==> src/logic/card_cmd_pkg.sv <==
// Package of offsets, fields, commands and timing for the card command interpreter.
package card_cmd_pkg;
  // ---------------------------------------------------------------
  // Register offsets (word index; byte address is four times it)
  // ---------------------------------------------------------------
  localparam logic [3:0] IDX_DATA      = 4'h0;
  localparam logic [3:0] IDX_FEATURE   = 4'h1;
  localparam logic [3:0] IDX_SEC_COUNT = 4'h2;
  localparam logic [3:0] IDX_SEC_NUM   = 4'h3;
  localparam logic [3:0] IDX_CYL_LOW   = 4'h4;
  localparam logic [3:0] IDX_CYL_HIGH  = 4'h5;
  localparam logic [3:0] IDX_DRV_HEAD  = 4'h6;
  localparam logic [3:0] IDX_COMMAND   = 4'h7;
  localparam logic [3:0] IDX_ID_WORD   = 4'h8;
  localparam logic [3:0] IDX_STATE     = 4'h9;
  localparam logic [3:0] IDX_CONFIG    = 4'ha;
  localparam logic [3:0] IDX_APD_TIMER = 4'hb;
  localparam logic [3:0] IDX_CHALLENGE = 4'hc;
  localparam logic [3:0] IDX_CHAL_HIGH = 4'hd;

  // ---------------------------------------------------------------
  // Commands
  // ---------------------------------------------------------------
  localparam logic [7:0] CMD_IDLE_A     = 8'h97;
  localparam logic [7:0] CMD_IDLE_B     = 8'he3;
  localparam logic [7:0] CMD_IDLE_IMM_A = 8'h95;
  localparam logic [7:0] CMD_IDLE_IMM_B = 8'he1;
  localparam logic [7:0] CMD_INIT_PARAM = 8'h91;
  localparam logic [7:0] CMD_KEY_MGMT   = 8'hb9;

  // ---------------------------------------------------------------
  // Identify word numbers and field positions
  // ---------------------------------------------------------------
  localparam logic [7:0] WORD_FEAT_SUP   = 8'h53;
  localparam logic [7:0] WORD_ERASE      = 8'h59;
  localparam logic [7:0] WORD_ERASE_ENH  = 8'h5a;
  localparam logic [7:0] WORD_APM        = 8'h5b;
  localparam logic [7:0] WORD_SEC_STAT   = 8'h80;
  localparam logic [7:0] WORD_POWER      = 8'ha0;
  localparam logic [7:0] WORD_KEY_SCHEME = 8'ha2;
  localparam int BIT_APM_SUP   = 3;
  localparam int BIT_SEC_LEVEL = 8;
  localparam int BIT_ENH_ERASE = 5;
  localparam int BIT_EXPIRE    = 4;
  localparam int BIT_FROZEN    = 3;
  localparam int BIT_LOCKED    = 2;
  localparam int BIT_SEC_EN    = 1;
  localparam int BIT_SEC_CAP   = 0;
  localparam int BIT_PWR_VALID = 15;
  localparam int BIT_PWR_RSV   = 14;
  localparam int BIT_NO_L1     = 13;
  localparam int BIT_L1_DIS    = 12;
  localparam int CURRENT_W     = 12;
  localparam logic [7:0] KM_FEATURE_LIMIT = 8'h80;
  localparam logic [15:0] FEAT_SUP_BASE   = 16'h4004;

  // ---------------------------------------------------------------
  // Status, timing and structure sizes
  // ---------------------------------------------------------------
  localparam int BIT_ST_BUSY  = 7;
  localparam int BIT_ST_DRQ   = 3;
  localparam int BIT_ST_ERR   = 0;
  localparam logic [7:0] ERR_ABORT = 8'h04;
  localparam int STRUCT_WORDS = 256;
  localparam int APD_UNIT_MS  = 5;
  localparam int CLOCK_MHZ    = 100;
  localparam int APD_UNIT_CYCLES = APD_UNIT_MS * 1000 * CLOCK_MHZ;

  typedef enum logic [1:0] {ST_IDLE, ST_EXEC, ST_DATA_IN} cmd_state_t;

  typedef struct packed {
    logic [7:0] feature;
    logic [7:0] sec_count;
    logic [7:0] sec_num;
    logic [7:0] cyl_low;
    logic [7:0] cyl_high;
    logic [7:0] drv_head;
  } task_file_t;

  typedef struct packed {
    logic       busy;
    logic       drq;
    logic       err;
  } card_status_t;
endpackage

==> src/logic/card_cmd_top.sv <==
// Command interpreter with identify tail words, idle and key management commands.
//
// Added by the designer: the Wishbone register port.
`timescale 1ns/1ns
`default_nettype none
module card_cmd_top
  import card_cmd_pkg::*;
#(
  parameter logic [7:0]  ERASE_CODE     = 8'h00,
  parameter logic [7:0]  ERASE_ENH_CODE = 8'h00,
  parameter logic [11:0] MAX_CURRENT_MA = 12'h000,
  parameter int          APD_UNIT       = APD_UNIT_CYCLES
) (
  input  wire logic        clock_in,
  input  wire logic        rst_n_in,
  input  wire logic        wb_cyc_in,
  input  wire logic        wb_stb_in,
  input  wire logic        wb_we_in,
  input  wire logic [5:0]  wb_adr_in,
  input  wire logic [3:0]  wb_sel_in,
  input  wire logic [31:0] wb_dat_in,
  input  wire logic        hard_reset_in,
  output logic [31:0]      wb_dat_out,
  output logic             wb_ack_out,
  output logic             intrq_out,
  output logic             idle_mode_out,
  output logic             power_down_out
);
  // ---------------------------------------------------------------
  // Bus decode
  // ---------------------------------------------------------------
  wire        req      = wb_cyc_in && wb_stb_in && !wb_ack_out;
  wire [3:0]  idx      = wb_adr_in[5:2];
  wire        wr_lo    = req && wb_we_in && wb_sel_in[0];
  wire        wr_hi    = req && wb_we_in && wb_sel_in[1];
  wire        status_rd = req && !wb_we_in && idx == IDX_COMMAND;

  task_file_t   tf_q;
  card_status_t st_q;
  cmd_state_t   state_q;
  logic [7:0]   error_q;
  logic [7:0]   cmd_q;
  logic [7:0]   id_word_sel_q;
  logic [7:0]   apm_level_q;
  logic [15:0]  config_q;
  logic [7:0]   sectors_per_track_q;
  logic [3:0]   max_head_q;
  logic [7:0]   apd_count_q;
  logic         apd_en_q;
  logic [31:0]  apd_tick_q;
  logic [7:0]   apd_units_q;
  logic [7:0]   xfer_left_q;
  logic         expired_q;
  logic [38:0]  challenge_q;

  // Config fields: 0 capable, 1 enabled, 2 locked, 3 frozen, 4 maximum level,
  // 5 level one absent, 6 level one disabled, 7 scheme present, 8 mode one, 9 apm support.
  wire sec_cap  = config_q[0];
  wire sec_en   = config_q[1] && sec_cap;
  wire scheme   = config_q[7];
  wire pwr_mode1 = config_q[8];

  // ---------------------------------------------------------------
  // Identify tail words
  // ---------------------------------------------------------------
  logic [15:0] id_word;
  wire [15:0] sec_word = {7'h00, sec_en && config_q[4], 2'b00, sec_cap, expired_q,
                          config_q[3], config_q[2], sec_en, sec_cap};
  wire [15:0] pwr_word = {pwr_mode1, 1'b0, config_q[5], config_q[6], MAX_CURRENT_MA};
  always_comb begin
    unique case (id_word_sel_q)
      WORD_FEAT_SUP:   id_word = FEAT_SUP_BASE | (16'(config_q[9]) << BIT_APM_SUP);
      WORD_ERASE:      id_word = {8'h00, ERASE_CODE};
      WORD_ERASE_ENH:  id_word = {8'h00, ERASE_ENH_CODE};
      WORD_APM:        id_word = {8'h00, apm_level_q};
      WORD_SEC_STAT:   id_word = sec_word;
      WORD_POWER:      id_word = pwr_word;
      WORD_KEY_SCHEME: id_word = {15'h0000, scheme};
      default:         id_word = 16'h0000;
    endcase
  end

  // ---------------------------------------------------------------
  // Command decode
  // ---------------------------------------------------------------
  wire cmd_wr   = wr_lo && idx == IDX_COMMAND && !st_q.busy && state_q == ST_IDLE;
  wire [7:0] c  = wb_dat_in[7:0];
  wire is_idle  = c == CMD_IDLE_A || c == CMD_IDLE_B;
  wire is_imm   = c == CMD_IDLE_IMM_A || c == CMD_IDLE_IMM_B;
  wire is_init  = c == CMD_INIT_PARAM;
  wire is_km    = c == CMD_KEY_MGMT && tf_q.feature < KM_FEATURE_LIMIT;
  wire exec_done = state_q == ST_EXEC;
  wire data_rd  = req && !wb_we_in && idx == IDX_DATA && state_q == ST_DATA_IN;
  wire last_word = data_rd && xfer_left_q == 8'h01;
  // Unlock and erase-unit attempts would land here once the security engine decodes them.
  wire apd_wrap = apd_tick_q == 32'(APD_UNIT - 1);

  logic [31:0] rd_data;
  always_comb begin
    unique case (idx)
      IDX_DATA:      rd_data = {16'h0000, 16'(xfer_left_q) ^ {9'h000, challenge_q[6:0]}};
      IDX_FEATURE:   rd_data = {24'h0, error_q};
      IDX_SEC_COUNT: rd_data = {24'h0, tf_q.sec_count};
      IDX_SEC_NUM:   rd_data = {24'h0, tf_q.sec_num};
      IDX_CYL_LOW:   rd_data = {24'h0, tf_q.cyl_low};
      IDX_CYL_HIGH:  rd_data = {24'h0, tf_q.cyl_high};
      IDX_DRV_HEAD:  rd_data = {24'h0, tf_q.drv_head};
      IDX_COMMAND:   rd_data = {24'h0, st_q.busy, 3'b000, st_q.drq, 2'b00, st_q.err};
      IDX_ID_WORD:   rd_data = {16'h0000, id_word};
      IDX_STATE:     rd_data = {12'h000, max_head_q, sectors_per_track_q, apd_count_q};
      IDX_CONFIG:    rd_data = {8'h00, apm_level_q, config_q};
      IDX_APD_TIMER: rd_data = {23'h0, apd_en_q, apd_units_q};
      IDX_CHALLENGE: rd_data = challenge_q[31:0];
      IDX_CHAL_HIGH: rd_data = {25'h0, challenge_q[38:32]};
      default:       rd_data = 32'h0000_0000;
    endcase
  end

  // ---------------------------------------------------------------
  // Bus slave and task file
  // ---------------------------------------------------------------
  always_ff @(posedge clock_in or negedge rst_n_in) begin
    if (!rst_n_in) begin
      wb_ack_out <= 1'b0;
      wb_dat_out <= 32'h0000_0000;
    end else begin
      wb_ack_out <= req;
      wb_dat_out <= req ? rd_data : 32'h0000_0000;
    end
  end

  always_ff @(posedge clock_in or negedge rst_n_in) begin
    if (!rst_n_in) begin
      tf_q          <= '0;
      id_word_sel_q <= 8'h00;
      apm_level_q   <= 8'h00;
      config_q      <= 16'h0000;
    end else if (wr_lo && !st_q.busy) begin
      unique case (idx)
        IDX_FEATURE:   tf_q.feature   <= c;
        IDX_SEC_COUNT: tf_q.sec_count <= c;
        IDX_SEC_NUM:   tf_q.sec_num   <= c;
        IDX_CYL_LOW:   tf_q.cyl_low   <= c;
        IDX_CYL_HIGH:  tf_q.cyl_high  <= c;
        IDX_DRV_HEAD:  tf_q.drv_head  <= c;
        IDX_ID_WORD:   id_word_sel_q  <= c;
        IDX_CONFIG: begin
          config_q[7:0] <= c;
          if (wr_hi) config_q[15:8] <= wb_dat_in[15:8];
          if (wb_sel_in[2]) apm_level_q <= wb_dat_in[23:16];
        end
        default: ;
      endcase
    end
  end

  // ---------------------------------------------------------------
  // Command engine
  // ---------------------------------------------------------------
  always_ff @(posedge clock_in or negedge rst_n_in) begin
    if (!rst_n_in) begin
      state_q     <= ST_IDLE;
      st_q        <= '0;
      error_q     <= 8'h00;
      cmd_q       <= 8'h00;
      intrq_out   <= 1'b0;
      idle_mode_out <= 1'b0;
      xfer_left_q <= 8'h00;
      challenge_q <= '0;
      sectors_per_track_q <= 8'h00;
      max_head_q  <= 4'h0;
      apd_count_q <= 8'h00;
      apd_en_q    <= 1'b0;
    end else begin
      if (status_rd) intrq_out <= 1'b0;
      unique case (state_q)
        ST_IDLE: if (cmd_wr) begin
          cmd_q    <= c;
          st_q     <= '{busy: 1'b1, drq: 1'b0, err: 1'b0};
          error_q  <= 8'h00;
          state_q  <= ST_EXEC;
        end
        ST_EXEC: begin
          st_q.busy <= 1'b0;
          intrq_out <= 1'b1;
          state_q   <= ST_IDLE;
          if (cmd_q == CMD_IDLE_A || cmd_q == CMD_IDLE_B) begin
            idle_mode_out <= 1'b1;
            apd_count_q <= tf_q.sec_count;
            apd_en_q    <= tf_q.sec_count != 8'h00;
          end else if (cmd_q == CMD_IDLE_IMM_A || cmd_q == CMD_IDLE_IMM_B) begin
            idle_mode_out <= 1'b1;
          end else if (cmd_q == CMD_INIT_PARAM) begin
            sectors_per_track_q <= tf_q.sec_count;
            max_head_q <= tf_q.drv_head[3:0];
          end else if (cmd_q == CMD_KEY_MGMT && tf_q.feature < KM_FEATURE_LIMIT && scheme) begin
            challenge_q <= {tf_q.feature[6:0], tf_q.sec_count, tf_q.sec_num, tf_q.cyl_low, tf_q.cyl_high};
            st_q.drq    <= 1'b1;
            xfer_left_q <= 8'(STRUCT_WORDS - 1) + 8'h01;
            state_q     <= ST_DATA_IN;
          end else begin
            st_q.err <= 1'b1;
            error_q  <= ERR_ABORT;
          end
        end
        ST_DATA_IN: if (data_rd) begin
          xfer_left_q <= xfer_left_q - 8'h01;
          if (last_word) begin
            st_q.drq <= 1'b0;
            state_q  <= ST_IDLE;
          end
        end
        default: state_q <= ST_IDLE;
      endcase
    end
  end

  // ---------------------------------------------------------------
  // Auto power down timer
  // ---------------------------------------------------------------
  always_ff @(posedge clock_in or negedge rst_n_in) begin
    if (!rst_n_in) begin
      apd_tick_q     <= 32'h0000_0000;
      apd_units_q    <= 8'h00;
      power_down_out <= 1'b0;
    end else if (st_q.busy || !apd_en_q) begin
      apd_tick_q     <= 32'h0000_0000;
      apd_units_q    <= 8'h00;
      power_down_out <= 1'b0;
    end else if (!power_down_out) begin
      apd_tick_q <= apd_wrap ? 32'h0000_0000 : apd_tick_q + 32'h0000_0001;
      if (apd_wrap) begin
        apd_units_q    <= apd_units_q + 8'h01;
        power_down_out <= apd_units_q + 8'h01 == apd_count_q;
      end
    end
  end

  // The expired flag survives every soft event; only power-on or hard reset clears it.
  always_ff @(posedge clock_in or negedge rst_n_in) begin
    if (!rst_n_in) expired_q <= 1'b0;
    else if (config_q[10]) expired_q <= 1'b1;
    else if (hard_reset_in) expired_q <= 1'b0;
  end
endmodule
`default_nettype wire

==> config.mk <==
export PLATFORM = sky130hd
export DESIGN_NAME = card_cmd_top
export DESIGN_NICKNAME = d
export VERILOG_FILES = /design/src/logic/card_cmd_pkg.sv /design/src/logic/card_cmd_top.sv
export SDC_FILE = /design/constraint.sdc
export NUM_CORES = 1
export LEC_CHECK = 0
export ABC_AREA = 1
export BUFFER_PORTS_ARGS = -buffer_cell sky130_fd_sc_hd__buf_2
export CAP_MARGIN = 40
export CORE_MARGIN = 5
export CORE_UTILIZATION = 47
export CTS_CLUSTER_SIZE = 14
export DETAILED_ROUTE_END_ITERATION = 7
export GPL_ROUTABILITY_DRIVEN = 0
export GPL_TIMING_DRIVEN = 1
export PLACE_DENSITY_LB_ADDON = 0.08
export SLEW_MARGIN = 10
export SYNTH_ARGS = -nofsm -noshare
export SYNTH_HDL_FRONTEND = slang
export SYNTH_SLANG_ARGS = --single-unit
==> constraint.sdc <==
create_clock -name clock_in -period 1.88 [get_ports clock_in]
set_input_delay 0.188 -clock clock_in [delete_from_list [all_inputs] [get_ports clock_in]]
set_output_delay 0.188 -clock clock_in [all_outputs]
set_load 0.01 [all_outputs]
==> results of run 1 <==
[report_power, final]
group / internal [uW] / switching (uW) / leakage (uW)
Combinational: 358 / 620 / 0.00336
Sequential: 5200 / 66.9 / 0.00327
Clock: 2840 / 2110 / 0.000401
[state kept, by name (all words and copies together), names as in the netlist, 16 cells and up]
name and cells:
wb_dat_out 32, config_q 16, apd_tick_q 32, tf_q 48, challenge_q 39
[stage by stage]
step                hold slack [ps]  util [%]  setup WS (ps)  TNS [ps]  power [uW]
CTS                            5.00      56.5           75.0         0       11300
global route                   29.3      56.6          -25.5     -35.2       11600
global placement                141      52.3            123         0        6300
detailed placement              142      52.3           87.3         0        6310
finish                         12.4      56.6            143         0       11200
floorplan                      -108         -            281         0        5860
[placed cells by master (no fill, tap or decap), drive strengths merged]
cell type,count
dfrtp,238
o211ai,6
dlygate4sd3,18
nor2,151
o2111ai,1
nand3,77
a21boi,1
o31ai,1
a221oi,1
inv,212
diode,1
xor2,18
o221ai,4
buf,124
a41oi,2
clkinvlp,4
nand4,35
and2,1
o22ai,12
o21bai,1
o21ai,175
clkinv,5
ha,4
mux2,11
nor3,33
nor3b,2
xnor2,9
a21oi,26
nand2,396
clkbuf,36
a211oi,1
mux2i,10
a31oi,2
[worst reg2reg max path, cell delays in order (launching register included)]
cell	delay (ps)
sky130_fd_sc_hd__dfrtp_1	440
sky130_fd_sc_hd__inv_1	100
sky130_fd_sc_hd__nand3_1	160
sky130_fd_sc_hd__nor2_8	210
sky130_fd_sc_hd__nand2_4	110
sky130_fd_sc_hd__inv_2	120
sky130_fd_sc_hd__nand2_2	160
sky130_fd_sc_hd__mux2_2	310
[repair_timing]
| action | CTS | global route |
|---|---|---|
| resized for setup | 0 | 9 |
| hold endpoints to repair | 208 | 0 |
| hold buffers | 18 | 0 |
| setup endpoints to repair | 0 | 30 |
[per-layer routing]
metal | track usage (%) | vias to the layer above | wire [um]
met2 | 35.8 | 308 | 14800
met1 | 35.1 | 4790 | 15400
li1 | - | 4962 | -
met4 | 5.58 | 0 | 794
met5 | 0 | - | 0
met3 | 3.92 | 52 | 2300
[cell families (layout without fill, tap and decap cells)]
logic type,after synthesis,count (layout),synth area share (%)
simple gates,695,695,25.5
buf+inv,246,399,8.30
flops,238,238,50.9
compound gates,233,233,10.8
xor+xnor,27,27,2.02
mux,21,21,2.04
fa+ha+maj,4,4,0.427
other cells,0,1,0
[worst max path at each step]
stage                       start              to  cells after the start
floorplan           apd_tick_q[0]  apd_units_q[0]                     11
global placement     wb_adr_in[2]  apm_level_q[6]                      8
detailed placement   wb_adr_in[2]  apm_level_q[6]                      8
CTS                       st_q[2]  apm_level_q[4]                      7
global route        apd_tick_q[0]  apd_tick_q[22]                      9
finish                    st_q[2]    config_q[11]                      7
[area by class of cell]
| type | instances | area share, % |
|---|---|---|
| multi-input cells | 980 | 34.8 |
| inverters | 211 | 5.77 |
| repair buffers | 142 | 7.32 |
| flip-flops and latches | 238 | 43.1 |
| clock buffers | 36 | 5.50 |
| well taps | 324 | 2.94 |
| clock inverters | 10 | 0.535 |
| diodes | 1 | 0.0181 |
==> impl_metrics.sql, run 1 <==
INSERT INTO impl_metrics (metric_group, metric, value, unit) VALUES
('setup_path', 'path_max_fanout', '10', ''),
('place', 'place_hpwl', '24600', 'um'),
('place', 'dpl_cell_area', '0.0128', 'mm2'),
('final_layout', 'nFillCells', '2328', ''),
('setup_path', 'family_with_the_most_delay_on_the_worst_path', 'simple AND/OR/NAND/NOR gates', ''),
('setup_path', 'critical_path_capture_point_type', 'flip-flop', ''),
('power_and_ir_drop', 'power.density', '811', 'mW/mm2'),
('logic_synthesis', 'ys_top_cells_by_count', 'sky130_fd_sc_hd__nand2_1, sky130_fd_sc_hd__dfrtp_1, sky130_fd_sc_hd__inv_1', ''),
('final_layout', 'layout_cells_sized_above_1', '13.6', '%'),
('place', 'placed_cells', '1877', ''),
('final_layout', 'area_of_the_multi_input_gates', '0.00480', 'mm2'),
('logic_synthesis', 'most_common_flop_cell_mapped_by_yosys', 'sky130_fd_sc_hd__dfrtp_1', ''),
('drt', 'drt-wirelength-per-cell', '17.1', 'um'),
('global_route', 'globalRoute.totalOverflow', '0', ''),
('setup_path', 'crit_path_start_kind', 'flip-flop', ''),
('timing', 'rsz0062_at_grt', 'true', ''),
('drt', 'post-route-drc-count', '0', ''),
('timing', 'setup_viol_count_final', '0', ''),
('drt', 'post_drt_via_cell_ratio', '5.21', ''),
('clock_tree', 'cts_root_buffer_type', 'sky130_fd_sc_hd__clkbuf_16', ''),
('flow_run', 'maxCapViolCount', '0', ''),
('timing', 'finalHoldViolations', '0', ''),
('clock_tree', 'clk-insertion-delay-late', '540', 'ps'),
('global_route', 'antenna_found_initial', '1', ''),
('setup_path', 'max_stage_delay', '440', 'ps'),
('global_route', 'grt_pass1_vias', '9384', ''),
('setup_path', 'cp_data_required_time', '2300', 'ps'),
('clock_tree', 'clkTransAtPathRegs', '60', 'ps'),
('logic_synthesis', 'syn_inst', '1464', ''),
('logic_synthesis', 'post_synth_instance_area', '0.0117', 'mm2'),
('setup_path', 'cp_cell_sequence', 'inv_1 > nand3_1 > nor2_8 > nand2_4 > inv_2 > nand2_2 > mux2_2', ''),
('logic_synthesis', 'number_of_distinct_library_cells_after_synthesis', '46', ''),
('floorplanning', 'num_rows', '57', ''),
('logic_synthesis', 'yosysWarnings', '0', ''),
('setup_path', 'path_buf_inv', '2', ''),
('timing', 'max_clock_freq', '576', 'MHz'),
('drt', 'drt_pre_antenna_iters', '5', ''),
('final_layout', 'area.sequential', '0.00596', 'mm2'),
('final_layout', 'number_of_cells_in_the_finished_layout_apart_from_fillers', '1942', ''),
('final_layout', 'area_growth', '17.9', '%'),
('floorplanning', 'floorplan.initialDensity', '48.0', '%'),
('drt', 'vias', '10100', ''),
('run_status', 'status', 'completed', ''),
('clock_tree', 'h-tree-depth', '1', ''),
('setup_path', 'worstPathArrival', '2160', 'ps'),
('min_path', 'min_path_type', 'in2reg', ''),
('timing', 'tightestPinTransition', '606', 'ps'),
('drt', 'routed_wl', '33300', 'um'),
('timing', 'final.setup_skew', '12.1', 'ps'),
('timing', 'maxSlewHeadroom', '59.6', '%'),
('setup_path', 'worstReg2RegEnd', 'config_q[11]', ''),
('global_route', 'grt_first_pass_wirelength', '52500', 'um'),
('setup_path', 'worstRegToRegCells', '7', ''),
('min_path', 'whs_endpoint', 'xfer_left_q[1]', ''),
('clock_tree', 'tritoncts', 'built', ''),
('power_and_ir_drop', 'total_leakage_power', '0.00703', 'uW'),
('logic_synthesis', 'synth.top_cell.area_share', '50.9', '%'),
('logic_synthesis', 'synth_top_cell_by_area', 'sky130_fd_sc_hd__dfrtp_1', ''),
('logic_synthesis', 'synth.yosys.seq_area_share', '50.9', '%'),
('drt', 'antenna_left', '0', ''),
('logic_synthesis', 'synthesis.nets', '1516', ''),
('clock_tree', 'cts_sinks', '238', ''),
('setup_path', 'crit-reg2reg-launch', 'st_q[2]', ''),
('drt', 'drt_first_iter_violations', '838', ''),
('logic_synthesis', 'synth_enable_flop_cells', '0', ''),
('global_route', 'grt_max_degree', '58', ''),
('floorplanning', 'placeableCoreArea', '0.0244', 'mm2'),
('global_route', 'total_grt_usage', '23.4', '%'),
('floorplanning', 'dieHeight', '168', 'um'),
('logic_synthesis', 'yosys_register_bits', '238', ''),
('clock_tree', 'numCtsBuffers', '27', '');
(Power assumes the default switching activity.)
==> inputs of run 2 (changes only) <==
- CORE_ASPECT_RATIO: unset -> 1.4
==> run 2 against run 1 <==
  * Combinational power shrank 4.6%
  * Register-to-register slack lost 60 ps
  * Clock power grew 5.3%
  * Global-route usage grew 1.5 points
  * Hold slack gained 67 ps
  * Non-clock buffer count shrank 6
  * Cell count shrank 0.72%
  * Sequential cell count is the same
  * Clock-buffer cell count shrank 4
  * Core utilization shrank 0.43 points
  * Cell area is essentially flat
  * Critical path type unchanged
  * Largest cell class unchanged
==> impl_metrics.sql, run 2 (synthesis gave the netlist of run 1 again) <==
INSERT INTO impl_metrics (metric_group, metric, value, unit) VALUES
('run_status', 'status', 'completed', ''),
('power_and_ir_drop', 'power.density', '828', 'mW/mm2'),
('final_layout', 'nFillCells', '2351', ''),
('final_layout', 'diodes_inserted', '0', ''),
('power_and_ir_drop', 'power.ir.vdd_worst', '705', 'uV'),
('global_route', 'total_grt_usage', '24.9', '%'),
('floorplanning', 'ioPinCount', '84', ''),
('timing', 'final.setup_skew', '18.1', 'ps'),
('clock_tree', 'clock_path_buffers', '3', ''),
('clock_tree', 'cts_root_buffer_type', 'sky130_fd_sc_hd__clkbuf_16', ''),
('global_route', 'antenna_found_initial', '0', ''),
('clock_tree', 'tritoncts', 'built', ''),
('timing', 'period_needed', '1800', 'ps'),
('setup_path', 'cp_data_required_time', '2340', 'ps'),
('clock_tree', 'clk-insertion-delay-late', '540', 'ps'),
('global_route', 'globalRoute.totalOverflow', '0', ''),
('floorplanning', 'floorplan.die.width', '143', 'um'),
('timing', 'maxSlewHeadroom', '53.6', '%'),
('power_and_ir_drop', 'total_leakage_power', '0.00703', 'uW'),
('final_layout', 'registers.top_by_ff_count', 'tf_q', ''),
('clock_tree', 'cts_sinks', '238', ''),
('timing', 'holdWs', '79.1', 'ps'),
('drt', 'drt_pre_antenna_iters', '5', ''),
('timing', 'drv_slew', '0', ''),
('clock_tree', 'h-tree-depth', '1', ''),
('setup_path', 'worstSetupPathType', 'reg2reg', ''),
('setup_path', 'worstRegToRegCells', '10', ''),
('drt', 'drt-wirelength-per-cell', '18.2', 'um'),
('floorplanning', 'floorplan.initialDensity', '47.6', '%'),
('timing', 'max_clock_freq', '555', 'MHz'),
('final_layout', 'most_frequent_standard_cell_in_the_layout_excluding_fill_and_tap_cells', 'sky130_fd_sc_hd__nand2_1', ''),
('min_path', 'worst_hold_path.num_cells', '4', ''),
('final_layout', 'area_growth', '17.9', '%'),
('place', 'place_hpwl', '25600', 'um'),
('global_route', 'grt_pass1_vias', '10100', ''),
('timing', 'summed_negative_setup_slack_over_all_endpoints', '0', 'ps'),
('flow_run', 'maxCapViolCount', '0', ''),
('drt', 'post_drt_via_cell_ratio', '5.30', ''),
('floorplanning', 'placeableCoreArea', '0.0246', 'mm2'),
('final_layout', 'num-nets-final', '1645', ''),
('setup_path', 'path_max_fanout', '4', ''),
('floorplanning', 'die_area', '0.0282', 'mm2'),
('setup_path', 'critical_path_capture_point_type', 'flip-flop', ''),
('timing', 'finalHoldViolations', '0', ''),
('clock_tree', 'clkTransAtPathRegs', '60', 'ps'),
('drt', 'antenna_left', '0', ''),
('floorplanning', 'num_rows', '68', ''),
('floorplanning', 'dieHeight', '197', 'um'),
('final_layout', 'largest_register_ff_count', '48', ''),
('drt', 'routed_wl', '35000', 'um'),
('global_route', 'grt_max_degree', '70', ''),
('drt', 'post-route-drc-count', '0', ''),
('timing', 'setup_viol_count_final', '0', ''),
('global_route', 'grt_first_pass_wirelength', '55100', 'um'),
('power_and_ir_drop', 'p_total', '11400', 'uW'),
('final_layout', 'reg.largest.list', 'tf_q x48, challenge_q x39', ''),
('final_layout', 'layout_cells_sized_above_1', '13.3', '%'),
('final_layout', 'final_cell_mix', 'sky130_fd_sc_hd__nand2_1, sky130_fd_sc_hd__dfrtp_1, sky130_fd_sc_hd__inv_1', ''),
('timing', 'finalCritPeriodShare', '95.8', '%'),
('setup_path', 'worstPathArrival', '2270', 'ps'),
('setup_path', 'crit_path_start_kind', 'flip-flop', ''),
('clock_tree', 'numCtsBuffers', '26', ''),
('place', 'port-buffer-count', '72', ''),
('min_path', 'min_path_type', 'in2reg', ''),
('drt', 'vias', '10200', ''),
('timing', 'tightestPinTransition', '695', 'ps'),
('drt', 'drt_first_iter_violations', '714', '');
run 2: cell types whose count changed in the layout (fill, tap and decap cells not counted), sizes merged:
| cell | before | now |
|---|---|---|
| buf | 124 | 117 |
| clkinvlp | 4 | 2 |
| dlygate4sd3 | 18 | 19 |
| clkinv | 5 | 13 |
| inv | 212 | 209 |
| diode | 1 | 0 |
| clkbuf | 36 | 32 |
| bufinv | 0 | 3 |
run 2: worst max-delay path: stages, from the launching register on:
cell	delay, ps
sky130_fd_sc_hd__dfrtp_1	380
sky130_fd_sc_hd__ha_2	230
sky130_fd_sc_hd__nand2_1	70
sky130_fd_sc_hd__nor2_1	130
sky130_fd_sc_hd__nand2_1	120
sky130_fd_sc_hd__nor2_1	180
sky130_fd_sc_hd__nand4_1	230
sky130_fd_sc_hd__buf_4	210
sky130_fd_sc_hd__nand2_1	50
sky130_fd_sc_hd__nand2_1	50
sky130_fd_sc_hd__nor2_1	90
run 2: power breakdown:
part,internal [uW],switching [uW]
clock network,3080,2130
registers,5200,91.3
logic,343,590
run 2: through the flow:
stage          cells  worst slack (ps)  instance area [um2]  util, %
2_1_floorplan   1464               281                11700        -
3_3_place_gp    1860               111                12700     51.8
3_5_place_dp    1860               114                12700     51.8
4_1_cts         1927              82.6                13800     56.1
5_1_grt         1928             -75.8                13800     56.2
6_report        1928              78.2                13800     56.2
run 2: per-layer routing:
| layer | track usage (%) | part of all wire [%] | up-vias | routed length (um) |
|---|---|---|---|---|
| met4 | 10.2 | 4.2 | 0 | 1490 |
| met1 | 32.3 | 41 | 4899 | 14500 |
| met5 | 0 | 0 | - | 0 |
| met2 | 42.2 | 50 | 279 | 17300 |
| li1 | - | - | 4956 | - |
| met3 | 3.25 | 4.8 | 83 | 1680 |
run 2: repair_timing:
item	in CTS	in global routing
buffers inserted	0	1
endpoints found under the setup margin	0	17
hold endpoints to repair	257	0
hold buffers	19	0
gates resized for setup	0	4
run 2: worst paths after layout:
path | startpoint | end | slack [ps]
worst max-delay path | apd_tick_q[0] | apd_tick_q[20] | 80
worst max register to register | apd_tick_q[0] | apd_tick_q[20] | 80
worst min register to register | tf_q[45] | tf_q[45] | 480
worst min-delay path | wb_adr_in[2] | xfer_left_q[1] | 80
min in group asynchronous | rst_n_in | apd_tick_q[0] | 140
max in group asynchronous | rst_n_in | challenge_q[21] | 1110
run 2: layout make-up:
type                            count  area (um2)  share of cell area, %
Clock inverter                     16         171                   1.24
Multi-Input combinational cell    980        4790                   34.7
Clock buffer                       32         703                   5.09
Tap cell                          315         394                   2.85
Sequential cell                   238        5960                   43.1
Timing Repair Buffer              136         998                   7.23
Inverter                          211         795                   5.75
